## config.mk

```make
export PLATFORM = sky130hd
export DESIGN_NAME = htm_measure_ctrl
export DESIGN_NICKNAME = d
export VERILOG_FILES = /design/src/design/htm_pkg.sv /design/src/design/htm_measure_ctrl.sv /design/src/design/htm_result_reg.sv
export SDC_FILE = /design/constraint.sdc
export NUM_CORES = 1
export LEC_CHECK = 0
export BUFFER_PORTS_ARGS = -buffer_cell sky130_fd_sc_hd__buf_2
export CAP_MARGIN = 20
export CELL_PAD_IN_SITES_DETAIL_PLACEMENT = 1
export CELL_PAD_IN_SITES_GLOBAL_PLACEMENT = 1
export CORE_AREA = 2 2 168 121
export DETAILED_ROUTE_END_ITERATION = 10
export DIE_AREA = 0 0 170 123
export GPL_TIMING_DRIVEN = 0
export PLACE_DENSITY_LB_ADDON = 0.1
export SLEW_MARGIN = 20
export SYNTH_ARGS = -nofsm -noshare
export SYNTH_HDL_FRONTEND = slang
export SYNTH_SLANG_ARGS = --single-unit
export TNS_END_PERCENT = 30
```

## constraint.sdc

```tcl
create_clock -name i_sys_clk -period 3.9 [get_ports i_sys_clk]
set_input_delay 1.17 -clock i_sys_clk [delete_from_list [all_inputs] [get_ports i_sys_clk]]
set_output_delay 1.17 -clock i_sys_clk [all_outputs]
set_load 0.05 [all_outputs]
```

## src/design/htm_pkg.sv

```systemverilog
// shared constants and types of the humidity and temperature readout block
package htm_pkg;

    // register offsets on the serial port
    localparam logic [7:0] HTM_OFS_START = 8'h22; // measurement_start
    localparam logic [7:0] HTM_OFS_STOP = 8'h23; // measurement_stop
    localparam logic [7:0] HTM_OFS_STATUS = 8'h24; // measurement_status
    localparam logic [7:0] HTM_OFS_TEMP0 = 8'h30; // temperature_result byte 0
    localparam logic [7:0] HTM_OFS_TEMP1 = 8'h31; // temperature_result byte 1
    localparam logic [7:0] HTM_OFS_TEMP2 = 8'h32; // temperature_result byte 2
    localparam logic [7:0] HTM_OFS_HUM0 = 8'h33; // humidity_result byte 0
    localparam logic [7:0] HTM_OFS_HUM1 = 8'h34; // humidity_result byte 1
    localparam logic [7:0] HTM_OFS_HUM2 = 8'h35; // humidity_result byte 2

    // bit positions in the start, stop and status bytes
    localparam int HTM_BIT_TEMP = 0; // temperature sensor bit
    localparam int HTM_BIT_HUM = 1; // humidity sensor bit
    localparam int HTM_NUM_SENS = 2; // sensors handled

    // result layout
    localparam int HTM_RES_W = 24; // result width
    localparam int HTM_DATA_W = 16; // value field width
    localparam int HTM_VALID_BIT = 16; // valid flag position
    localparam int HTM_CRC_LSB = 17; // crc field low bit
    localparam int HTM_CRC_W = 7; // crc field width

    // reset values
    localparam logic [7:0] HTM_RST_CTRL = 8'h00; // start, stop, status
    localparam logic [HTM_RES_W-1:0] HTM_RST_RES = 24'h000000; // results
    localparam logic [7:0] HTM_RD_ZERO = 8'h00; // unmapped read value

    // crc defaults, plain choices
    localparam logic [HTM_CRC_W-1:0] HTM_CRC_POLY = 7'h09; // polynomial
    localparam logic [HTM_CRC_W-1:0] HTM_CRC_INIT = 7'h7F; // seed

    // serial slave address, arbitrary value
    localparam logic [6:0] HTM_DEV_ADDR = 7'h43; // 7-bit slave address

    // serial slave states, gray coded along the usual path
    typedef enum logic [2:0] {
        HTM_IDLE = 3'h0,
        HTM_ADDR = 3'h1,
        HTM_ADDR_ACK = 3'h3,
        HTM_WRITE = 3'h2,
        HTM_WACK = 3'h6,
        HTM_RDATA = 3'h7,
        HTM_RACK = 3'h5
    } htm_state_t;

endpackage

```

## src/design/htm_measure_ctrl.sv

```systemverilog
// serial register port and measurement control of the humidity/temp sensor
//
// Operation
// - bit 1 start write begins humidity conversion
// - bit 0 start write begins temperature conversion
// - zero command bits leave sensors untouched
// - bit 1 stop write ends continuous humidity
// - bit 0 stop write ends continuous temperature
// - status bit 1 shows humidity converting
// - status bit 0 shows temperature converting
// - temperature result kept until next measurement
// - temperature result top bits carry crc
// - temperature bit 16 marks valid data
// - temperature value low sixteen bits, lsb first
// - humidity result top bits carry crc
// - humidity bit 16 marks valid data
// - humidity value low sixteen bits, lsb first
// - first byte access snapshots all three
// - run-mode bit selects continuous or single
`timescale 1ns/10ps
`default_nettype none
module htm_measure_ctrl
    import htm_pkg::*;
#(
    parameter logic [6:0] DEV_ADDR = HTM_DEV_ADDR, // slave address
    parameter logic [HTM_CRC_W-1:0] CRC_POLY = HTM_CRC_POLY, // crc poly
    parameter logic [HTM_CRC_W-1:0] CRC_INIT = HTM_CRC_INIT  // crc seed
) (
    input wire logic i_sys_clk, // 250 MHz system clock
    input wire logic i_rstn, // async reset, active low
    input wire logic i_scl, // serial clock pin
    input wire logic i_sda, // serial data pin level
    output logic o_sda_o, // serial data drive value
    output logic o_sda_oe, // serial data drive enable
    input wire logic [1:0] i_run_mode, // run_mode_select bits
    output logic o_t_start, // temperature conversion request
    output logic o_h_start, // humidity conversion request
    input wire logic i_t_done, // temperature conversion finished
    input wire logic [15:0] i_t_value, // temperature value
    input wire logic i_t_ok, // temperature value usable
    input wire logic i_h_done, // humidity conversion finished
    input wire logic [15:0] i_h_value, // humidity value
    input wire logic i_h_ok // humidity value usable
);

    // pin synchronisers and filtered levels
    // edges come from filtered levels
    logic [2:0] scl_sync_q; // scl stages
    logic [2:0] sda_sync_q; // sda stages
    logic scl_f_q; // filtered scl
    logic sda_f_q; // filtered sda
    logic scl_nf; // next filtered scl
    logic sda_nf; // next filtered sda
    logic scl_rise; // scl rising edge
    logic scl_fall; // scl falling edge
    logic start_cond; // bus start seen
    logic stop_cond; // bus stop seen

    // serial slave state
    htm_state_t state_q; // slave state
    logic [7:0] shift_q; // received byte
    logic [7:0] tx_q; // byte being sent
    logic [2:0] cnt_q; // bit counter
    logic full_q; // eight bits clocked
    logic rw_q; // read transfer
    logic ptr_got_q; // pointer byte received
    logic [7:0] ptr_q; // register pointer
    logic oe_q; // sda pull low
    logic wr_commit; // write byte complete
    logic load_rd; // fetch a read byte
    logic [7:0] rd_byte; // byte at pointer

    // measurement control
    // one bit per sensor, temperature in bit 0
    logic [1:0] start_req; // start command bits
    logic [1:0] stop_req; // stop command bits
    logic [1:0] done_in; // conversion done inputs
    logic [1:0] busy_q; // converting status
    logic [1:0] cont_q; // continuous mode armed
    logic [1:0] go_q; // start pulse to core
    logic [1:0] load_res; // store result

    // results and read snapshots
    // live values feed byte zero and buffers
    logic [HTM_RES_W-1:0] t_live; // live temperature result
    logic [HTM_RES_W-1:0] h_live; // live humidity result
    logic [HTM_RES_W-1:0] t_snap_q; // temperature read buffer
    logic [HTM_RES_W-1:0] h_snap_q; // humidity read buffer

    // three stage synchronisers on both pins
    // resets to idle high: no false edge
    always_ff @(posedge i_sys_clk or negedge i_rstn) begin
        if (!i_rstn) begin
            scl_sync_q <= 3'h7;
            sda_sync_q <= 3'h7;
        end else begin
            scl_sync_q <= {scl_sync_q[1:0], i_scl};
            sda_sync_q <= {sda_sync_q[1:0], i_sda};
        end
    end

    // a change counts once stages two and three agree
    assign scl_nf = (scl_sync_q[1] == scl_sync_q[2]) ? scl_sync_q[2] : scl_f_q;
    assign sda_nf = (sda_sync_q[1] == sda_sync_q[2]) ? sda_sync_q[2] : sda_f_q;
    assign scl_rise = scl_nf & ~scl_f_q;
    assign scl_fall = ~scl_nf & scl_f_q;
    assign start_cond = scl_f_q & scl_nf & sda_f_q & ~sda_nf;
    assign stop_cond = scl_f_q & scl_nf & ~sda_f_q & sda_nf;

    // filtered pin levels
    // about three clocks late per change
    always_ff @(posedge i_sys_clk or negedge i_rstn) begin
        if (!i_rstn) begin
            scl_f_q <= 1'b1;
            sda_f_q <= 1'b1;
        end else begin
            scl_f_q <= scl_nf;
            sda_f_q <= sda_nf;
        end
    end

    // read mux; first byte of a result reads the fresh live value
    // reading that byte snapshots the whole result
    always_comb begin
        rd_byte = HTM_RD_ZERO;
        case (ptr_q)
            HTM_OFS_STATUS: rd_byte = {6'h00, busy_q};
            HTM_OFS_TEMP0: rd_byte = t_live[7:0];
            HTM_OFS_TEMP1: rd_byte = t_snap_q[15:8];
            HTM_OFS_TEMP2: rd_byte = t_snap_q[23:16];
            HTM_OFS_HUM0: rd_byte = h_live[7:0];
            HTM_OFS_HUM1: rd_byte = h_snap_q[15:8];
            HTM_OFS_HUM2: rd_byte = h_snap_q[23:16];
            default: rd_byte = HTM_RD_ZERO; // start, stop, unmapped
        endcase
    end

    // byte events used outside the slave process
    // a start or stop on that edge cancels it
    assign wr_commit = (state_q == HTM_WRITE) & scl_fall & full_q & ptr_got_q
                       & ~start_cond & ~stop_cond;
    assign load_rd = ((state_q == HTM_ADDR_ACK) & rw_q
                      | (state_q == HTM_RACK)) & scl_fall
                     & ~start_cond & ~stop_cond;

    // serial slave: address, pointer, write and read bytes
    always_ff @(posedge i_sys_clk or negedge i_rstn) begin
        if (!i_rstn) begin
            state_q <= HTM_IDLE;
            shift_q <= 8'h00;
            tx_q <= 8'h00;
            cnt_q <= 3'h0;
            full_q <= 1'b0;
            rw_q <= 1'b0;
            ptr_got_q <= 1'b0;
            ptr_q <= 8'h00;
            oe_q <= 1'b0;
        // bus conditions override a byte
        end else if (start_cond) begin // start or repeated start
            state_q <= HTM_ADDR;
            cnt_q <= 3'h0;
            full_q <= 1'b0;
            oe_q <= 1'b0;
        end else if (stop_cond) begin // stop frees the bus
            state_q <= HTM_IDLE;
            full_q <= 1'b0;
            oe_q <= 1'b0;
        end else begin
            case (state_q)
                HTM_IDLE: begin
                    oe_q <= 1'b0;
                end
                // eight bits in, act on the next fall
                HTM_ADDR, HTM_WRITE: begin
                    if (scl_rise) begin // shift in one bit
                        shift_q <= {shift_q[6:0], sda_f_q};
                        cnt_q <= cnt_q + 3'h1;
                        full_q <= (cnt_q == 3'h7);
                    end else if (scl_fall && full_q) begin
                        full_q <= 1'b0;
                        if (state_q == HTM_WRITE) begin // ack the byte
                            oe_q <= 1'b1;
                            state_q <= HTM_WACK;
                            if (!ptr_got_q) begin
                                ptr_q <= shift_q;
                                ptr_got_q <= 1'b1;
                            end else begin // auto increment
                                ptr_q <= ptr_q + 8'h01;
                            end
                        end else if (shift_q[7:1] == DEV_ADDR) begin
                            oe_q <= 1'b1;
                            rw_q <= shift_q[0];
                            state_q <= HTM_ADDR_ACK;
                        end else begin // not our address
                            state_q <= HTM_IDLE;
                        end
                    end
                end
                // ack stands until its clock falls
                HTM_WACK: begin
                    if (scl_fall) begin // release after ack clock
                        oe_q <= 1'b0;
                        cnt_q <= 3'h0;
                        state_q <= HTM_WRITE;
                    end
                end
                // after an ack: read byte or pointer
                HTM_ADDR_ACK, HTM_RACK: begin
                    if (scl_rise && state_q == HTM_RACK && sda_f_q) begin
                        state_q <= HTM_IDLE; // master nack ends read
                    end else if (scl_fall) begin
                        cnt_q <= 3'h0;
                        if (rw_q) begin // present first bit of next byte
                            oe_q <= ~rd_byte[7];
                            tx_q <= {rd_byte[6:0], 1'b0};
                            ptr_q <= ptr_q + 8'h01;
                            state_q <= HTM_RDATA;
                        end else begin // write: next byte is pointer
                            oe_q <= 1'b0;
                            ptr_got_q <= 1'b0;
                            state_q <= HTM_WRITE;
                        end
                    end
                end
                // msb first, changes while scl low
                HTM_RDATA: begin
                    if (scl_rise) begin
                        cnt_q <= cnt_q + 3'h1;
                        full_q <= (cnt_q == 3'h7);
                    end else if (scl_fall) begin
                        if (full_q) begin // release for master ack
                            full_q <= 1'b0;
                            oe_q <= 1'b0;
                            state_q <= HTM_RACK;
                        end else begin
                            oe_q <= ~tx_q[7];
                            tx_q <= {tx_q[6:0], 1'b0};
                        end
                    end
                end
                // unused codes drop back to idle
                default: begin
                    state_q <= HTM_IDLE;
                    oe_q <= 1'b0;
                end
            endcase
        end
    end

    // read buffers latch all three bytes on first byte access
    // later bytes come from the buffer
    always_ff @(posedge i_sys_clk or negedge i_rstn) begin
        if (!i_rstn) begin
            t_snap_q <= HTM_RST_RES;
            h_snap_q <= HTM_RST_RES;
        end else if (load_rd) begin
            if (ptr_q == HTM_OFS_TEMP0) begin
                t_snap_q <= t_live;
            end
            if (ptr_q == HTM_OFS_HUM0) begin
                h_snap_q <= h_live;
            end
        end
    end

    // command decode; only ones act, zeros and reserved bits do nothing
    // reserved bits 7:2 are never looked at
    assign start_req = (wr_commit && ptr_q == HTM_OFS_START)
                       ? shift_q[1:0] : 2'h0;
    assign stop_req = (wr_commit && ptr_q == HTM_OFS_STOP)
                      ? shift_q[1:0] : 2'h0;
    // done inputs in command bit order
    assign done_in = {i_h_done, i_t_done};

    // per sensor conversion state
    // stop only disarms the repeat; a running
    // conversion still finishes and stores
    always_ff @(posedge i_sys_clk or negedge i_rstn) begin
        if (!i_rstn) begin
            busy_q <= HTM_RST_CTRL[1:0];
            cont_q <= 2'h0;
            go_q <= 2'h0;
        end else begin
            for (int i = 0; i < HTM_NUM_SENS; i++) begin
                if (start_req[i]) begin // start wins over done
                    busy_q[i] <= 1'b1;
                    cont_q[i] <= i_run_mode[i];
                    go_q[i] <= 1'b1;
                end else if (done_in[i] && busy_q[i]) begin
                    busy_q[i] <= cont_q[i] & ~stop_req[i];
                    go_q[i] <= cont_q[i] & ~stop_req[i];
                    cont_q[i] <= cont_q[i] & ~stop_req[i];
                end else begin
                    go_q[i] <= 1'b0;
                    if (stop_req[i]) begin
                        cont_q[i] <= 1'b0;
                    end
                end
            end
        end
    end

    // result written in the cycle the single shot status drops
    // a done while idle is ignored
    assign load_res = done_in & busy_q;

    // one builder per sensor, same crc
    htm_result_reg #(
        .CRC_POLY(CRC_POLY),
        .CRC_INIT(CRC_INIT)
    ) u_temp_res (
        .i_sys_clk(i_sys_clk),
        .i_rstn(i_rstn),
        .i_load(load_res[HTM_BIT_TEMP]),
        .i_value(i_t_value),
        .i_valid(i_t_ok),
        .o_result(t_live)
    );

    htm_result_reg #(
        .CRC_POLY(CRC_POLY),
        .CRC_INIT(CRC_INIT)
    ) u_hum_res (
        .i_sys_clk(i_sys_clk),
        .i_rstn(i_rstn),
        .i_load(load_res[HTM_BIT_HUM]),
        .i_value(i_h_value),
        .i_valid(i_h_ok),
        .o_result(h_live)
    );

    // enable and requests straight from flops, drive value tied low; sda only ever pulled low
    // no clock stretching: scl never driven
    assign o_sda_oe = oe_q;
    assign o_sda_o = 1'b0;
    assign o_t_start = go_q[HTM_BIT_TEMP];
    assign o_h_start = go_q[HTM_BIT_HUM];

endmodule
`default_nettype wire

```

## src/design/htm_result_reg.sv

```systemverilog
// one result register: value, valid flag and crc over both
`timescale 1ns/10ps
`default_nettype none
module htm_result_reg
    import htm_pkg::*;
#(
    parameter logic [HTM_CRC_W-1:0] CRC_POLY = HTM_CRC_POLY, // generator
    parameter logic [HTM_CRC_W-1:0] CRC_INIT = HTM_CRC_INIT  // seed
) (
    input wire logic i_sys_clk, // system clock
    input wire logic i_rstn, // async reset, active low
    input wire logic i_load, // store a new measurement
    input wire logic [HTM_DATA_W-1:0] i_value, // measured value
    input wire logic i_valid, // value is valid
    output logic [HTM_RES_W-1:0] o_result // crc, valid, value
);

    // crc over valid flag then value, msb first
    function automatic logic [HTM_CRC_W-1:0] crc_calc(
        input logic [HTM_DATA_W:0] msg
    );
        logic [HTM_CRC_W-1:0] c;
        logic fb;
        c = CRC_INIT;
        fb = 1'b0;
        for (int i = HTM_DATA_W; i >= 0; i--) begin
            fb = c[HTM_CRC_W-1] ^ msg[i];
            c = {c[HTM_CRC_W-2:0], 1'b0};
            if (fb) begin
                c = c ^ CRC_POLY;
            end
        end
        return c;
    endfunction

    logic [HTM_RES_W-1:0] res_q; // live result

    // latest outcome stays until the next load
    always_ff @(posedge i_sys_clk or negedge i_rstn) begin
        if (!i_rstn) begin
            res_q <= HTM_RST_RES;
        end else if (i_load) begin
            res_q <= {crc_calc({i_valid, i_value}), i_valid, i_value};
        end
    end

    assign o_result = res_q;

endmodule
`default_nettype wire

```

==> run summary, run 1 <==
Status: finished clean
Critical path origin: scl_f_q
Clock root cell: clkbuf_16
Post-CTS sizing: 0
Clock Skews: 0.0114 ns
Number of synthesized flops with an enable pin: 0
Primary FF master, synth: dfrtp_1
Number of remaining DRC errors: 0
Setup CP Type: flip-flop to flip-flop
Crit share post-route: 71.9%
Nets@finish: 703
Commonest non-fill, non-tap cell in the layout: dfrtp_1
Initial core utilization: 34.3%
Cells after Synth: 588
Via Count: 4806
M3 GR Usage: 4.00%
Mean post-synth cell area: 11.3 um2
Reg-to-reg startpoint: scl_f_q
VDD IR-drop max: 0.293 mV
Unique masters post-synth: 71
Share of layout cells above drive strength 1: 29.3%
Power per standard cell area: 542 mW/mm2
Seq/Total Area, Yosys: 48.0%
Post-CTS setup buffers: 0
GRT Total Usage: 18.8%
WL final: 18300 um
Top cells by area, synth: dfrtp_1 (45%), mux2_2 (13%), xnor2_1 (4.4%)
Drt first pass iters: 4
Top Ports: 46
Most frequent cells in the layout: dfrtp_1 (119), mux2_2 (79), buf_2 (51)
Syn nets: 639
WP data required: 4.22 ns
Asr flop ratio synth: 100%
Initial antenna violation count: 0
CTS tree: done
Tmin final: 2.81 ns
Num CTS Buffers: 17
Max Freq: 356 MHz
YS warnings: 0
Fin. Hold Viols: 0
DIE HEIGHT: 123 um
Pleak: 0.00340 uW
Clk slew on worst S/H paths: 0.06 ns
RSZ-0062 raised after global routing: false
Place WS: 1.09 ns
Row Count: 43
H-tree levels: 4
Worst-Margin Slew: 0.657 ns
Setup TNS: 0 ns
First-pass GRT wire length: 29400 um
Worst skew pair latency: 0.43 ns
DRT antenna net count: 0
Longest Clk Path Bufs: 2
Power Total: 4240 uW
Area delta synth->final: 17.7%
Vias per std cell: 5.27
Global routing's busiest layer: met1
Met2 usage: 26.0%
Crit start category: flip-flop
Largest net degree at the start of global routing: 71
1st-iter DRT viols: 307
Max-Slew Margin vs Limit: 55.8%
Worst Hold Class: flip-flop to flip-flop
Flops & latches, synth: 127
Die Area: 0.0209 mm2
Met1 Use GR: 29.3%
Post-synth top area share: 44.8%
Synthesized area: 0.00664 mm2
Hold path startpoint: sda_sync_q[0]
Vias in the first global route: 5066
Setup violations, final: 0
Setup WS post-layout: 1.09 ns
ANT cells: 0
Hold-fix buffers, CTS: 0
# fillers: 2148
Core Region: 0.0194 mm2
Area leader, netlist: dfrtp_1
Chip Width: 170 um
CP Max Fanout: 10
CP Capture Type: flip-flop
Post-detail-place hpwl: 13700 um
CTS Sinks: 127
Routability Congestion: 0.809
Port Buffer Count: 44
CP arrival: 3.12 ns
Max cap viols: 0
Routed WL per cell: 20.0 um
Fin. max-slew vios: 0
Total congestion overflow: 0
[critical path, cell delays in order (launching register included)]
cell	delay, ns
dfstp_2	0.57
a21o_1	0.12
o21a_1	0.18
ha_1	0.23
clkbuf_1	0.36
nand2b_1	0.22
a21oi_1	0.09
or3_1	0.39
a311o_1	0.34
and3_1	0.19
[synthesized netlist by cell type (3+ instances only)]
cell type,count
dfrtp_1,119
mux2_2,79
o21ai_0,37
nand2_1,36
xnor2_1,33
a21oi_1,27
xor2_1,22
nand3_1,19
clkbuf_1,17
inv_1,15
nor2_1,15
a21o_1,10
mux2_4,10
ha_1,9
buf_2,8
dfstp_2,8
mux2i_1,8
nand2b_1,7
and3_1,6
nand4_1,6
nor2b_1,6
nor3_1,6
o31ai_1,6
a22oi_1,5
o22ai_1,5
a222oi_1,4
a31oi_1,4
and2_1,4
a211oi_1,3
a22o_1,3
nor3b_1,3
nor4_1,3
[final timing paths]
kind	end	slack, ns	cells past startpoint
max in group asynchronous	u_temp_res.o_result[13]	2.52	2
worst max-delay path	state_q[0]	1.09	9
worst min-delay path	sda_sync_q[1]	0.36	0
min in group asynchronous	o_sda_oe	0.66	1
worst max register to register	state_q[0]	1.09	9
worst min register to register	sda_sync_q[1]	0.36	0
[metal layers]
layer | vias up | routed length [um] | part of all wire, %
met5 | - | 0 | 0
met4 | 0 | 165 | 0.90
met3 | 12 | 800 | 4.4
met2 | 74 | 7500 | 41
met1 | 2469 | 9810 | 54
li1 | 2251 | - | -
[layout make-up]
class | count | area [um2] | share of cell area (%)
Tap cell | 247 | 309 | 3.95
Timing Repair Buffer | 45 | 258 | 3.30
Inverter | 15 | 56.3 | 0.720
Sequential cell | 127 | 3190 | 40.8
Clock inverter | 14 | 180 | 2.31
Clock buffer | 18 | 429 | 5.49
Buffer | 30 | 143 | 1.82
Multi-Input combinational cell | 416 | 3250 | 41.6
[power breakdown]
group	switching, uW	internal [uW]
sequential	132	1480
combinational	572	390
clock	653	1020
[cell families after synthesis]
family                     share of synthesized area (%)
adders and majority gates                           1.85
xor gates and xnor gates                            7.25
other                                             0.0565
muxes                                               16.9
AOI/OAI and AO/OA                                   11.8
and+or+nand+nor                                     11.2
buffers and inverters                               3.00
DFF                                                 48.0
[registers in the layout, indices dropped and copies added, names as in the netlist, 2 cells and up]
signal and flops:
h_snap_q 16, go_q 2, state_q 3, cnt_q 3, t_snap_q 16, cont_q 2, ptr_q 8, tx_q 7
sda_sync_q 3, busy_q 2, shift_q 8, u_hum_res.o_result 24, u_temp_res.o_result 24, scl_sync_q 3
[through the flow]
stage          hold WS, ns  area [um2]  instances  utilization (%)
2_1_floorplan        0.345        6640        588                -
3_3_place_gp         0.346        7170        879             37.0
3_5_place_dp         0.348        7210        880             37.2
4_1_cts              0.358        7820        912             40.4
5_1_grt              0.366        7820        912             40.4
6_report             0.357        7820        912             40.4
Power figures use the tool's default switching activity.
==> run 2: changes to the inputs <==
--- a/config.mk
+++ b/config.mk
@@ -5,13 +5,14 @@
 export SDC_FILE = /design/constraint.sdc
 export NUM_CORES = 1
 export LEC_CHECK = 0
+export ABC_AREA = 1
 export BUFFER_PORTS_ARGS = -buffer_cell sky130_fd_sc_hd__buf_2
 export CAP_MARGIN = 20
 export CELL_PAD_IN_SITES_DETAIL_PLACEMENT = 1
 export CELL_PAD_IN_SITES_GLOBAL_PLACEMENT = 1
-export CORE_AREA = 2 2 168 121
+export CORE_AREA = 2 2 173 124
 export DETAILED_ROUTE_END_ITERATION = 10
-export DIE_AREA = 0 0 170 123
+export DIE_AREA = 0 0 175 126
 export GPL_TIMING_DRIVEN = 0
 export PLACE_DENSITY_LB_ADDON = 0.1
 export SLEW_MARGIN = 20
==> constraint.sdc (replaced) <==
create_clock -name i_sys_clk -period 2.6 [get_ports i_sys_clk]
set_input_delay 0.78 -clock i_sys_clk [delete_from_list [all_inputs] [get_ports i_sys_clk]]
set_output_delay 0.78 -clock i_sys_clk [all_outputs]
set_load 0.05 [all_outputs]
==> run summary, run 2 <==
Flops & latches, synth: 127 (unchanged)
Via Count: 6274 (was 4806)
WL final: 20500 um (was 18300 um)
Crit share post-route: 90.7% (was 71.9%)
Top cells by area, synth: dfrtp_1 (42%), nand2_1 (18%), inv_1 (7.3%) (was dfrtp_1 (45%), mux2_2 (13%), xnor2_1 (4.4%))
Die Area: 0.0221 mm2 (was 0.0209 mm2)
Num CTS Buffers: 17 (unchanged)
Core Region: 0.0204 mm2 (was 0.0194 mm2)
Vias in the first global route: 6495 (was 5066)
Worst Hold Class: input port to async pin (was flip-flop to flip-flop)
CP Capture Type: flip-flop (unchanged)
Largest net degree at the start of global routing: 69 (was 71)
Synthesized area: 0.00706 mm2 (was 0.00664 mm2)
Status: finished clean (unchanged)
CP peak stage delay: 0.57 ns (about the same)
Setup violations, final: 0 (unchanged)
WP data required: 2.91 ns (was 4.22 ns)
Sw frac: 30.4% (was 32.0%)
Fin. max-slew vios: 0 (unchanged)
Total congestion overflow: 0 (unchanged)
Max-Slew Margin vs Limit: 65.2% (was 55.8%)
Place WS: -0.126 ns (was 1.09 ns)
Asr flop ratio synth: 100% (unchanged)
Most frequent cells in the layout: nand2_1 (335), inv_1 (137), dfrtp_1 (119) (was dfrtp_1 (119), mux2_2 (79), buf_2 (51))
Worst-path cell chain: a21oi_1 -> nor2_2 -> ha_1 -> nand4_1 -> nand2_2 -> buf_4 -> nor2_1 -> inv_1 -> nor2_4 -> buf_6 -> o21ai_0 -> nand2_1 (was a21o_1 -> o21a_1 -> ha_1 -> clkbuf_1 -> nand2b_1 -> a21oi_1 -> or3_1 -> a311o_1 -> and3_1)
Crit start category: flip-flop (unchanged)
Finished Core Util: 40.5% (was 40.4%)
Max Freq: 424 MHz (was 356 MHz)
Clock root cell: clkbuf_16 (unchanged)
Most numerous cell in the Yosys netlist: nand2_1 (was dfrtp_1)
Post-synth top area share: 42.2% (was 44.8%)
Port Buffer Count: 44 (unchanged)
Worst skew pair latency: 0.43 ns (about the same)
Top Ports: 46 (unchanged)
Clock power share: 41.6% (was 39.4%)
CTS tree: done (unchanged)
Setup CP Type: flip-flop to flip-flop (unchanged)
Number of synthesized flops with an enable pin: 0 (unchanged)
Drt first pass iters: 5 (was 4)
RSZ-0062 raised after global routing: false (unchanged)
GRT Total Usage: 19.9% (was 18.8%)
Max cap viols: 0 (unchanged)
Commonest non-fill, non-tap cell in the layout: nand2_1 (was dfrtp_1)
Post-route cell area: 0.00827 mm2 (was 0.00782 mm2)
Chip Width: 175 um (was 170 um)
Vias per std cell: 4.71 (was 5.27)
Fin. Hold Viols: 0 (unchanged)
Area delta synth->final: 17.2% (was 17.7%)
Sw power: 1660 uW (was 1360 uW)
Number of remaining DRC errors: 0 (unchanged)
ANT cells: 0 (unchanged)
Row Count: 44 (was 43)
CP arrival: 2.67 ns (was 3.12 ns)
DR top layer: met4 (unchanged)
Primary FF master, synth: dfrtp_1 (unchanged)
Pleak: 0.00435 uW (was 0.00340 uW)
Post-detail-place hpwl: 15800 um (was 13700 um)
Initial core utilization: 34.6% (was 34.3%)
Clock Skews: 0.00893 ns (was 0.0114 ns)
H-tree levels: 4 (unchanged)
Tmin final: 2.36 ns (was 2.81 ns)
Register share of total power: 42.3% (was 38.0%)
YS warnings: 0 (unchanged)
DIE HEIGHT: 126 um (was 123 um)
Met3 WL post-DR: 500 um (was 800 um)
CTS Sinks: 127 (unchanged)
WL met1: 11100 um (was 9810 um)
Initial antenna violation count: 0 (unchanged)
Clk slew on worst S/H paths: 0.06 ns (about the same)
Setup WS post-layout: 0.242 ns (was 1.09 ns)
Mean post-synth cell area: 7.25 um2 (was 11.3 um2)
Syn nets: 1024 (was 639)
1st-iter DRT viols: 355 (was 307)
Worst-Margin Slew: 0.522 ns (was 0.657 ns)
CP Max Fanout: 10 (unchanged)
Area leader, netlist: dfrtp_1 (unchanged)
Routability Congestion: 0.826 (was 0.809)
Share of layout cells above drive strength 1: 13.5% (was 29.3%)
VDD IR-drop max: 0.460 mV (was 0.293 mV)
Power per standard cell area: 660 mW/mm2 (was 542 mW/mm2)
Nets@finish: 1093 (was 703)
Commonest cells in the netlist: nand2_1 (337), inv_1 (138), dfrtp_1 (119), o21ai_0 (83), nor2_1 (70) (was dfrtp_1 (119), mux2_2 (79), o21ai_0 (37), nand2_1 (36), xnor2_1 (33))
DR WL met2: 8710 um (was 7500 um)
Longest Clk Path Bufs: 2 (unchanged)
DP Area: 0.00766 mm2 (was 0.00721 mm2)
Unique masters post-synth: 36 (was 71)
DRT antenna net count: 0 (unchanged)
Hold-fix buffers, CTS: 0 (unchanged)
First-pass GRT wire length: 34300 um (was 29400 um)
Seq/Total Area, Yosys: 45.2% (was 48.0%)
Cell Int Power: 3800 uW (was 2880 uW)
Slowest stage cell, crit path: dfstp_2 (unchanged)
Comb pwr share: 16.1% (was 22.7%)
Routed WL per cell: 15.4 um (was 20.0 um)
Cells after Synth: 973 (was 588)
## run 2: changes by cell type after synthesis, sizes merged, moves of 7 or more
cell,delta
nand3,+46
nand4,+8
nand2,+303
a21o,-10
mux2,-89
nand2b,-7
xnor2,-24
mux2i,-8
inv,+128
xor2,-11
o21ai,+68
nor2,+58
## run 2: cell type report
type,count,area [um2]
Sequential cell,127,3190
Clock buffer,18,439
Multi-Input combinational cell,677,3190
Timing Repair Buffer,50,295
Buffer,26,156
Inverter,143,541
Fill cell,2591,12200
Tap cell,276,345
Clock inverter,14,118
## run 2: cell families (layout without fill, tap and decap cells)
group                      Yosys count  in the layout  share of synthesized area (%)
xor gates and xnor gates            20             20                           2.48
buffers and inverters              169            251                           9.79
and+or+nand+nor                    504            504                           29.6
other                                1              1                         0.0531
AOI/OAI and AO/OA                  143            143                           11.3
DFF                                127            127                           45.2
adders and majority gates            9              9                           1.60
## run 2: power groups by stage
stage	sequential, uW	clock, uW	combinational [uW]
2_1_floorplan	2310	0	598
3_3_place_gp	2340	0	856
3_5_place_dp	2340	0	880
4_1_cts	2310	2330	893
5_1_grt	2330	2430	1030
6_report	2310	2270	879
## run 2: per-stage QoR
| step | std cells | TNS [ns] | total power, uW | hold WS (ns) |
|---|---|---|---|---|
| final | 1331 | 0 | 5460 | 0.296 |
| after global routing | 1331 | 0 | 5790 | 0.310 |
| after CTS | 1327 | 0 | 5540 | 0.296 |
| after detailed placement | 1294 | -0.987 | 3220 | 0.349 |
| after global placement | 1293 | -141.78 | 3190 | 0.347 |
| after floorplan | 973 | 0 | 2900 | 0.345 |
## run 2: path summary, 6_finish.rpt
path                                     from             to  slack [ns]  cells past startpoint
worst min register to register  scl_sync_q[0]  scl_sync_q[1]        0.36                      0
worst min-delay path                   i_rstn     shift_q[4]        0.30                      1
worst max register to register        scl_f_q        tx_q[5]        0.24                     12
max in group asynchronous              i_rstn   h_snap_q[14]        1.58                      2
min in group i_sys_clk          scl_sync_q[0]  scl_sync_q[1]        0.36                      0
worst max-delay path                  scl_f_q        tx_q[5]        0.24                     12
## run 2: repair_timing
| action | in CTS | in global routing |
|---|---|---|
| setup buffers | 1 | 4 |
| gates resized for setup | 3 | 2 |
| pin swaps | 1 | 2 |
| gates cloned | 0 | 0 |
| endpoints found under the setup margin | 26 | 40 |
| endpoints found under the hold margin | 0 | 0 |
## run 2: routing by layer
metal | vias to the layer above | track usage [%]
met5 | - | 0
met4 | 0 | 4.46
met3 | 15 | 4.02
met2 | 67 | 29.7
met1 | 2994 | 29.5
li1 | 3198 | -
## run 2: critical path, delay by kind of cell (launching register included)
| kind | cells | cell delay [ns] |
|---|---|---|
| buffers and inverters | 3 | 0.45 |
| adders and majority gates | 1 | 0.21 |
| AOI/OAI and AO/OA | 2 | 0.27 |
| DFF | 1 | 0.57 |
| and+or+nand+nor | 6 | 0.75 |
==> run 3: changes to the inputs <==
--- a/config.mk
+++ b/config.mk
@@ -14,7 +14,9 @@
 export DETAILED_ROUTE_END_ITERATION = 10
 export DIE_AREA = 0 0 175 126
 export GPL_TIMING_DRIVEN = 0
+export MAX_ROUTING_LAYER = met4
 export PLACE_DENSITY_LB_ADDON = 0.1
+export REMOVE_ABC_BUFFERS = 1
 export SLEW_MARGIN = 20
 export SYNTH_ARGS = -nofsm -noshare
 export SYNTH_HDL_FRONTEND = slang
==> run summary, run 3 (synthesis results as in run 2) <==
Crit share post-route: 92.6% (was 90.7%)
Max Freq: 416 MHz (was 424 MHz)
Worst skew pair latency: 0.43 ns (about the same)
WL final: 19500 um (was 20500 um)
Setup CP Type: flip-flop to flip-flop (unchanged)
GRT Total Usage: 19.4% (was 19.9%)
H-tree levels: 4 (unchanged)
Crit start category: flip-flop (unchanged)
Tmin final: 2.41 ns (was 2.36 ns)
Power Total: 5590 uW (was 5460 uW)
Fin. Hold Viols: 0 (unchanged)
R2R setup slack: 0.19 ns (was 0.24 ns)
Routability Congestion: 0.810 (was 0.826)
Finished Core Util: 40.2% (was 40.5%)
Post-detail-place hpwl: 14400 um (was 15800 um)
Setup violations, final: 0 (unchanged)
Reg-to-reg startpoint: scl_f_q (unchanged)
Drt first pass iters: 4 (was 5)
Num CTS Buffers: 17 (unchanged)
Status: finished clean (unchanged)
Top Ports: 46 (unchanged)
VDD IR-drop max: 0.464 mV (was 0.460 mV)
Worst hold slack: 0.289 ns (was 0.296 ns)
Pleak: 0.00428 uW (was 0.00435 uW)
Area delta synth->final: 16.5% (was 17.2%)
CP Max Fanout: 17 (was 10)
Vias per std cell: 4.72 (was 4.71)
Worst Hold Class: input port to async pin (unchanged)
Clock power share: 43.5% (was 41.6%)
Comb pwr share: 14.7% (was 16.1%)
Initial antenna violation count: 0 (unchanged)
Row Count: 44 (unchanged)
Port Buffer Count: 44 (unchanged)
Commonest non-fill, non-tap cell in the layout: nand2_1 (unchanged)
CTS tree: done (unchanged)
Setup TNS: 0 ns (unchanged)
DRT antenna net count: 0 (unchanged)
DP Area: 0.00751 mm2 (was 0.00766 mm2)
Clock root cell: clkbuf_16 (unchanged)
Die Area: 0.0221 mm2 (unchanged)
Vias in the first global route: 6184 (was 6495)
Worst-Margin Slew: 0.729 ns (was 0.522 ns)
Hold-fix buffers, CTS: 0 (unchanged)
Initial core utilization: 34.6% (unchanged)
Sw frac: 30.3% (was 30.4%)
Max cap viols: 0 (unchanged)
Largest net degree at the start of global routing: 66 (was 69)
ANT cells: 0 (unchanged)
1st-iter DRT viols: 289 (was 355)
Longest Clk Path Bufs: 2 (unchanged)
Register share of total power: 41.8% (was 42.3%)
Number of remaining DRC errors: 0 (unchanged)
Worst reg-to-reg path cell count: 10 (was 12)
Most frequent cells in the layout: nand2_1 (333), inv_1 (137), dfrtp_1 (119) (was nand2_1 (335), inv_1 (137), dfrtp_1 (119))
CP arrival: 2.72 ns (was 2.67 ns)
Cell Int Power: 3900 uW (was 3800 uW)
Post-route cell area: 0.00822 mm2 (was 0.00827 mm2)
CP Capture Type: flip-flop (unchanged)
Core Region: 0.0204 mm2 (unchanged)
Sw power: 1690 uW (was 1660 uW)
Total congestion overflow: 0 (unchanged)
Clock Skews: 0.0119 ns (was 0.00893 ns)
Max-Slew Margin vs Limit: 51.2% (was 65.2%)
Chip Width: 175 um (unchanged)
CTS Sinks: 127 (unchanged)
Nets@finish: 1070 (was 1093)
Clk slew on worst S/H paths: 0.06 ns (about the same)
First-pass GRT wire length: 32600 um (was 34300 um)
DIE HEIGHT: 126 um (unchanged)
WP data required: 2.91 ns (about the same)
Power per standard cell area: 680 mW/mm2 (was 660 mW/mm2)
Fin. max-slew vios: 0 (unchanged)
Routed WL per cell: 14.9 um (was 15.4 um)
Worst R2R End: cnt_q[2] (was tx_q[5])
Share of layout cells above drive strength 1: 12.7% (was 13.5%)
Via Count: 6177 (was 6274)
## run 3: changes by cell type in the layout (fill, tap and decap cells not counted), moves of 3 or more
cell      previous run  this run
clkinv_2             6         1
clkbuf_1            11         0
buf_2               47        43
buf_4               10         7
buf_6                4         0
nand3_4              0         3
## run 3: stage by stage
step | setup slack, ns | instances
4_1_cts | 0.0425 | 1301
2_1_floorplan | 0.426 | 947
3_3_place_gp | -1.14 | 1267
3_5_place_dp | -0.416 | 1268
5_1_grt | -0.0191 | 1308
6_report | 0.193 | 1308
## run 3: per-layer routing
metal | part of all wire, % | global-route usage, % | up-vias
met5 | 0 | - | -
met4 | 0.99 | 4.85 | 0
met3 | 3.0 | 3.71 | 13
met2 | 43 | 28.2 | 69
met1 | 53 | 27.7 | 2955
li1 | - | - | 3140
## run 3: power by group through the flow
stage / logic [uW] / registers, uW / clock network [uW]
after detailed placement: 821 / 2370 / 0
after floorplan: 551 / 2330 / 0
after global placement: 795 / 2360 / 0
after global routing: 972 / 2360 / 2590
final: 823 / 2330 / 2430
after CTS: 832 / 2340 / 2500
## run 3: worst max path at each step
| stage | start | end | cells past startpoint |
|---|---|---|---|
| after CTS | scl_f_q | h_snap_q[16] | 9 |
| after global placement | i_rstn | u_hum_res.o_result[14] | 1 |
| after floorplan | scl_f_q | cnt_q[0] | 10 |
| final | scl_f_q | cnt_q[2] | 10 |
| after global routing | scl_f_q | cnt_q[0] | 10 |
| after detailed placement | ptr_q[4] | t_snap_q[17] | 7 |
## run 3: critical path, cell delays in order, from the launching register on
cell,delay [ns]
dfstp_2,0.57
a21oi_1,0.07
nor2_1,0.22
ha_1,0.23
nand4_1,0.22
nand2_2,0.19
clkinvlp_4,0.21
nand2_4,0.24
o21ai_0,0.19
nand2_1,0.09
nand2_1,0.05
## run 3: layout make-up
| class | instances | area, um2 |
|---|---|---|
| multi-input cells | 678 | 3240 |
| well taps | 276 | 345 |
| flip-flops and latches | 127 | 3190 |
| clock inverters | 14 | 156 |
| fillers | 2555 | 12200 |
| inverters | 143 | 541 |
| repair buffers | 52 | 310 |
| clock buffers | 18 | 439 |
## run 3: repair_timing
action                                  CTS  global route
endpoints found under the setup margin   43            35
pin swaps                                 0             3
buffers inserted                          1             6
cloned                                    0             1
hold endpoints to repair                  0             0
gates resized for setup                   7             2
